File: src/pbc_pkg.sv
// Package for the basic control and identifier register group.
// Assumes a 16-bit management register port and a 10 MHz system clock.
`default_nettype none
package pbc_pkg;

  // ------------------------------------------------------------
  // Register offsets
  // ------------------------------------------------------------
  localparam logic [4:0] BASIC_CONTROL_OFFSET   = 5'h00;
  localparam logic [4:0] IDENTIFIER_HIGH_OFFSET = 5'h02;
  localparam logic [4:0] IDENTIFIER_LOW_OFFSET  = 5'h03;
  localparam logic [4:0] LAST_CLEARED_OFFSET    = 5'h0f;

  // ------------------------------------------------------------
  // Control field positions and reset values
  // ------------------------------------------------------------
  localparam int SOFT_RESET_BIT = 15;
  localparam int LOOPBACK_BIT   = 14;
  localparam int POWER_DOWN_BIT = 11;
  localparam int ISOLATE_BIT    = 10;
  localparam logic [15:0] BASIC_CONTROL_RESET = 16'h0000;

  // ------------------------------------------------------------
  // Identifier fields
  // ------------------------------------------------------------
  localparam int OUI_LOW_MSB   = 15;
  localparam int OUI_LOW_LSB   = 10;
  localparam int MODEL_MSB     = 9;
  localparam int MODEL_LSB     = 5;
  localparam int REVISION_MSB  = 4;
  localparam int REVISION_LSB  = 0;

  // ------------------------------------------------------------
  // Soft reset timing
  // ------------------------------------------------------------
  localparam int CLK_PERIOD_NS         = 100;
  localparam int SOFT_RESET_TIME_NS    = 400;
  localparam int SOFT_RESET_CYCLES_INT =
    (SOFT_RESET_TIME_NS + CLK_PERIOD_NS - 1) / CLK_PERIOD_NS;
  localparam logic [3:0] SOFT_RESET_CYCLES = 4'(SOFT_RESET_CYCLES_INT);

  // ------------------------------------------------------------
  // Types
  // ------------------------------------------------------------
  typedef struct packed {
    logic        wr;
    logic        rd;
    logic [4:0]  addr;
    logic [15:0] wdata;
  } pbc_req_type;

  typedef struct packed {
    logic loopback;
    logic power_down;
    logic isolate;
    logic digital_reset;
  } pbc_mode_type;

endpackage
`default_nettype wire

File: src/pbc_reset_seq.sv
// Soft reset sequencer: holds the digital reset for a fixed count.
// Assumes a one-cycle start pulse on the system clock.
`timescale 1ns/100ps
`default_nettype none
module pbc_reset_seq
(
  // Clock and reset
  input  wire logic sys_clk_i,
  input  wire logic srst_i,
  // Control
  input  wire logic start_i,
  output logic      busy_o,
  output logic      done_o
);

  typedef struct packed {
    logic [3:0] count;
    logic       busy;
    logic       done;
  } pbc_seq_state_type;

  pbc_seq_state_type state_reg;
  pbc_seq_state_type state_next;

  always_comb
  begin
    state_next      = state_reg;
    state_next.done = 1'b0;
    if (start_i)
    begin
      state_next.busy  = 1'b1;
      state_next.count = pbc_pkg::SOFT_RESET_CYCLES;
    end
    else if (state_reg.busy)
    begin
      if (state_reg.count <= 4'h1)
      begin
        state_next.busy  = 1'b0;
        state_next.count = 4'h0;
        state_next.done  = 1'b1;
      end
      else
      begin
        state_next.count = state_reg.count - 4'h1;
      end
    end
  end

  always_ff @(posedge sys_clk_i)
  begin
    if (srst_i)
      state_reg <= '0;
    else
      state_reg <= state_next;
  end

  assign busy_o = state_reg.busy;
  assign done_o = state_reg.done;

endmodule
`default_nettype wire

File: src/pbc_regs.sv
// Basic control and identifier register group of a single-pair PHY.
// Assumes a same-clock management port and an external power-down pin.
//
// Function
// - Writing one to control bit 15 holds the digital logic in reset and returns registers 0x0 to 0xF and interrupt status to defaults.
// - Control bit 14 loops MII transmit data back to receive; zero is normal operation.
// - Control bit 11 or the power-down pin enters power-down and bit 11 reads back that state.
// - Control bit 10 isolates the MAC-side interface; clearing it restores normal mode.
// - The first identifier register is read-only and carries organisation identifier bits 21 to 6.
// - The second identifier register holds identifier bits 5 to 0, model number and revision number.
//
// Design decision made here: strobed register access.
`timescale 1ns/100ps
`default_nettype none
module pbc_regs
#(
  // Arbitrary identity values
  parameter logic [15:0] OUI_HIGH     = 16'h1234,
  parameter logic [5:0]  OUI_LOW      = 6'h15,
  parameter logic [4:0]  MODEL_NUMBER = 5'h0a,
  parameter logic [4:0]  REVISION     = 5'h03
)
(
  // Clock and reset
  input  wire logic        sys_clk_i,
  input  wire logic        srst_i,
  // Management register port
  input  wire logic [4:0]  reg_addr_i,
  input  wire logic [15:0] reg_wdata_i,
  input  wire logic        reg_wr_i,
  input  wire logic        reg_rd_i,
  output logic      [15:0] reg_rdata_o,
  // Power-down pin, asynchronous
  input  wire logic        power_down_pin_i,
  // Mode outputs to the PHY
  output logic             loopback_o,
  output logic             power_down_o,
  output logic             isolate_o,
  output logic             digital_reset_o,
  output logic             clear_status_o
);

  // ------------------------------------------------------------
  // State
  // ------------------------------------------------------------
  typedef struct packed {
    logic [1:0]            pin_sync;
    logic                  soft_reset;
    pbc_pkg::pbc_mode_type mode;
    logic [15:0]           rdata;
    logic                  clear_status;
  } pbc_state_type;

  pbc_state_type      state_reg;
  pbc_state_type      state_next;
  pbc_pkg::pbc_req_type req;
  logic               seq_start;
  logic               seq_busy;
  logic               seq_done;

  // ------------------------------------------------------------
  // Decode helpers
  // ------------------------------------------------------------
  function automatic logic hit(input logic [4:0] a, input logic [4:0] off);
    hit = (a == off);
  endfunction

  // Shared by the soft reset start and the mode write
  function automatic logic ctrl_write(input pbc_pkg::pbc_req_type r);
    ctrl_write = r.wr && hit(r.addr, pbc_pkg::BASIC_CONTROL_OFFSET);
  endfunction

  // One merge serves both the output and the readback, so they never disagree
  function automatic logic power_down_state
  (
    input pbc_pkg::pbc_mode_type m,
    input logic                  pin_request
  );
    power_down_state = m.power_down | pin_request;
  endfunction

  // Reserved control bits read zero
  function automatic logic [15:0] control_word
  (
    input logic                  soft_reset,
    input pbc_pkg::pbc_mode_type m,
    input logic                  pin_request
  );
    control_word                          = 16'h0000;
    control_word[pbc_pkg::SOFT_RESET_BIT] = soft_reset;
    control_word[pbc_pkg::LOOPBACK_BIT]   = m.loopback;
    control_word[pbc_pkg::POWER_DOWN_BIT] = power_down_state(m, pin_request);
    control_word[pbc_pkg::ISOLATE_BIT]    = m.isolate;
  endfunction

  // Identity fields are fixed, so this word never depends on state
  function automatic logic [15:0] identifier_low_word();
    identifier_low_word = 16'h0000;
    identifier_low_word[pbc_pkg::OUI_LOW_MSB:pbc_pkg::OUI_LOW_LSB]   = OUI_LOW;
    identifier_low_word[pbc_pkg::MODEL_MSB:pbc_pkg::MODEL_LSB]       = MODEL_NUMBER;
    identifier_low_word[pbc_pkg::REVISION_MSB:pbc_pkg::REVISION_LSB] = REVISION;
  endfunction

  // ------------------------------------------------------------
  // Request decode and soft reset sequencer
  // ------------------------------------------------------------
  assign req = '{wr: reg_wr_i, rd: reg_rd_i, addr: reg_addr_i, wdata: reg_wdata_i};
  // A start while busy is dropped; one in the done cycle restarts the count and stretches the reset
  assign seq_start = ctrl_write(req) && req.wdata[pbc_pkg::SOFT_RESET_BIT] &&
                     !seq_busy;

  pbc_reset_seq u_seq
  (
    .sys_clk_i (sys_clk_i),
    .srst_i    (srst_i),
    .start_i   (seq_start),
    .busy_o    (seq_busy),
    .done_o    (seq_done)
  );

  // ------------------------------------------------------------
  // Next state
  // ------------------------------------------------------------
  always_comb
  begin
    state_next              = state_reg;
    state_next.pin_sync     = {state_reg.pin_sync[0], power_down_pin_i};
    state_next.clear_status = 1'b0;
    state_next.rdata        = 16'h0000;
    if (seq_start)
    begin
      // Soft reset returns control to defaults at once
      state_next.soft_reset   = 1'b1;
      state_next.mode         = '0;
      state_next.clear_status = 1'b1;
    end
    else if (seq_done)
    begin
      state_next.soft_reset = 1'b0;
    end
    else if (ctrl_write(req) && !seq_busy)
    begin
      // Writes during soft reset are dropped so defaults stand
      state_next.mode.loopback   = req.wdata[pbc_pkg::LOOPBACK_BIT];
      state_next.mode.power_down = req.wdata[pbc_pkg::POWER_DOWN_BIT];
      state_next.mode.isolate    = req.wdata[pbc_pkg::ISOLATE_BIT];
    end
    state_next.mode.digital_reset = state_next.soft_reset;
    if (req.rd)
    begin
      case (req.addr)
        pbc_pkg::BASIC_CONTROL_OFFSET:
        begin
          // Pin request shows in the same bit
          state_next.rdata = control_word(state_reg.soft_reset, state_reg.mode,
                                          state_reg.pin_sync[1]);
        end
        pbc_pkg::IDENTIFIER_HIGH_OFFSET:
          state_next.rdata = OUI_HIGH;
        pbc_pkg::IDENTIFIER_LOW_OFFSET:
        begin
          state_next.rdata = identifier_low_word();
        end
        default:
          state_next.rdata = 16'h0000;
      endcase
    end
  end

  always_ff @(posedge sys_clk_i)
  begin
    if (srst_i)
    begin
      state_reg      <= '0;
      state_reg.mode <= '0;
    end
    else
      state_reg <= state_next;
  end

  // ------------------------------------------------------------
  // Outputs
  // ------------------------------------------------------------
  assign reg_rdata_o     = state_reg.rdata;
  assign loopback_o      = state_reg.mode.loopback;
  assign power_down_o    = power_down_state(state_reg.mode, state_reg.pin_sync[1]);
  assign isolate_o       = state_reg.mode.isolate;
  assign digital_reset_o = state_reg.mode.digital_reset;
  assign clear_status_o  = state_reg.clear_status;

endmodule
`default_nettype wire

File: config.mk
export PLATFORM = sky130hd
export DESIGN_NAME = pbc_regs
export DESIGN_NICKNAME = d
export VERILOG_FILES = /design/src/pbc_pkg.sv /design/src/pbc_reset_seq.sv /design/src/pbc_regs.sv
export SDC_FILE = /design/constraint.sdc
export NUM_CORES = 1
export LEC_CHECK = 0
export ABC_AREA = 1
export BUFFER_PORTS_ARGS = -buffer_cell sky130_fd_sc_hd__clkbuf_2
export CAP_MARGIN = 20
export CORE_ASPECT_RATIO = 2
export CORE_UTILIZATION = 25
export CTS_CLUSTER_DIAMETER = 80
export DETAILED_ROUTE_END_ITERATION = 7
export GPL_TIMING_DRIVEN = 1
export PLACE_DENSITY = 0.51
export SLEW_MARGIN = 20
export SYNTH_ARGS = -nofsm -noshare
export SYNTH_HDL_FRONTEND = slang
export SYNTH_SLANG_ARGS = --single-unit
File: constraint.sdc
create_clock -name sys_clk_i -period 1.5 [get_ports sys_clk_i]
set_input_delay 0.3 -clock sys_clk_i [delete_from_list [all_inputs] [get_ports sys_clk_i]]
set_output_delay 0.3 -clock sys_clk_i [all_outputs]
set_load 0.1 [all_outputs]
==> impl_metrics.tcl <==
set metrics [dict create \
    finalSetupViolCount 0 \
    placed_area_um2 1090 \
    grt_usage 0.101 \
    row_count 31 \
    path_clk_slew_ns 0.08 \
    routed-via-count 800 \
    skew_ns 0.0106 \
    cts_max_level 1 \
    detailed_place_hpwl_um 1550 \
    power.density_nw_per_um2 1020 \
    hold_depth 3 \
    run_status "completed" \
    min_period_ns 1.36 \
    post-route-period-util 0.906 \
    hold_viol 0 \
    layout-drive-gt1-share 0.313 \
    core-area_um2 3650 \
    p_leak_uw 0.000595 \
    fp.dieH_um 89.3 \
    worst_pin_slew_ns 0.541 \
    cts_num_sinks 20 \
    clk_path_buf_depth 2 \
    ys_top_cells_by_count "22 x inv_1, 20 x dfxtp_1, 18 x nand2_1" \
    cp.depth 8 \
    antenna_found_initial 0 \
    die_w_um 45.6 \
    slew_headroom 0.641 \
    async_flop_share 0 \
    crit_slowest_cell "dfxtp_1" \
    syn_to_final_growth_pct 22.1 \
    max-vdd-ir-drop_uv 579 \
    yosys-top-cells-area "dfxtp_1 42%, buf_4 13%, inv_1 8.7%, nand3_1 8.4%, nand2_1 7.1%" \
    drtIter0Drc 12 \
    r2r_start "u_seq.state_reg[2]" \
    cp_cell_sequence "inv_1, ha_1, inv_1, nand2_1, nand2_2, nand2_2, or2_0, a21oi_2" \
    ctsRootBufferMaster "clkbuf_8" \
    ys_warn_count 0 \
    r2r_cells 8 \
    viasPerCell 4.08 \
    rsz0062_at_grt "no" \
    maxCapViolCount 0 \
    routed_wl_um 1810 \
    grt_max_degree 13 \
    synth_area_per_cell_um2 7.50 \
    avgRoutedWirePerCell_um 9.22 \
    clk_latency_ns 0.26 \
    synth_top_area_cell "dfxtp_1" \
    synth.most_common_cell "inv_1" \
    cpPeakStageDelay_ns 0.38 \
    ctsResizeCount 0 \
    postCtsSetupBuffers 0 \
    hold_buffers 0 \
    crit_required_ns 1.70 \
    crit_path_start_kind "register" \
    place_inst 192 \
    numCtsBuffers 3 \
    regToRegSetupSlack_ns 0.14 \
    gp_congestion 0.760 \
    largest_reg_flops 7 \
    synth_ff_type "dfxtp_1" \
    synth.distinct_cells 18 \
    overflow 0 \
    cp.arrival_ns 1.56 \
    dieArea_um2 4070 \
    ant_nets 0 \
    end_kind "register" \
    drc 0 \
    grt_pass1_vias 787 \
    cts_tree "built" \
    fmax_mhz 736 \
    final_area_um2 1160 \
    syn_inst 127 \
    initial_core_util 0.261 \
    grt_pass1_wl_um 3010 \
    antenna_cells 0 \
    hold_path.class "in -> reg" \
    io_buffer_count 31 \
    fin_tns_setup_ns 0 \
    synth_edf_count 0 \
    cp_top_family "simple AND/OR/NAND/NOR gates" \
    dr.pass1.iters 4 \
    worst-path-buf-inv 2 \
    ys_ff_latch 20 \
    report.power.total_uw 1190 \
    synth_area_um2 952 \
    finalNetCount 176 \
    crit_fanout 4 \
    fin_cells 196 \
    min_from "power_down_pin_i" \
    maxSlewViolCount 0 \
    startpoint "u_seq.state_reg[2]" \
    synth_top_area_frac 0.420 \
    seq_area_frac_synth 0.420 \
    path_class "reg -> reg" \
    pin_count 47 \
]
[layer usage]
layer / part of all wire / routed length, um / global-route usage / vias up
li1: - / - / - / 406
met1: 0.33 / 594 / 0.0878 / 364
met2: 0.60 / 1090 / 0.201 / 26
met3: 0.049 / 89 / 0.0202 / 4
met4: 0.017 / 31 / 0.0496 / 0
met5: 0 / 0 / 0 / -
[report_power, final]
part | internal (uW) | switching, uW
Clock | 356 | 176
Combinational | 27.8 | 92.2
Sequential | 535 | 2.40
Total | 919 | 270
[cell families after synthesis]
kind of cell | share of synthesized area
AOI/OAI and AO/OA | 0.0486
other | 0.00394
DFF | 0.420
buffers and inverters | 0.225
adders and majority gates | 0.0263
and+or+nand+nor | 0.276
[layout by cell type, fill, tap and decap left out]
cell,n
nor3_1,2
inv_1,22
nor2_4,1
a21oi_1,5
ha_1,2
clkbuf_8,3
buf_4,11
nand3_1,16
buf_12,1
inv_2,1
nand2_2,5
nor2_1,10
bufinv_16,1
nand2_1,18
o31ai_1,1
nor2_2,3
conb_1,3
or2_0,1
dfxtp_1,20
a21oi_2,1
o21ai_0,1
clkbuf_2,19
[final cells by class]
class | instances | area, um^2
inverters | 23 | 86.3
clock inverters | 1 | 30.0
fillers | 430 | 2480
flip-flops and latches | 20 | 400
multi-input cells | 69 | 345
clock buffers | 3 | 41.3
well taps | 49 | 61.3
repair buffers | 31 | 198
[metrics by stage]
stage	utilization	setup WS, ns	hold WS, ns
after floorplan	-	0.125	0.371
after global placement	0.299	0.221	0.392
after detailed placement	0.299	0.155	0.404
after CTS	0.319	0.128	0.235
after global routing	0.319	0.0154	0.244
final	0.319	0.141	0.235
[path summary, 6_finish.rpt]
check / endpoint
hold reg to reg: state_reg[23]
hold / removal: state_next[23]
setup reg to reg: u_seq.state_reg[3]
setup / recovery: u_seq.state_reg[3]
[worst reg2reg max path, cell delays in order (launching register included)]
cell and delay (ns):
dfxtp_1 0.38, inv_1 0.08, ha_1 0.23, inv_1 0.06, nand2_1 0.08, nand2_2 0.09, nand2_2 0.06, or2_0 0.22
a21oi_2 0.11
(Power assumes the default switching activity.)
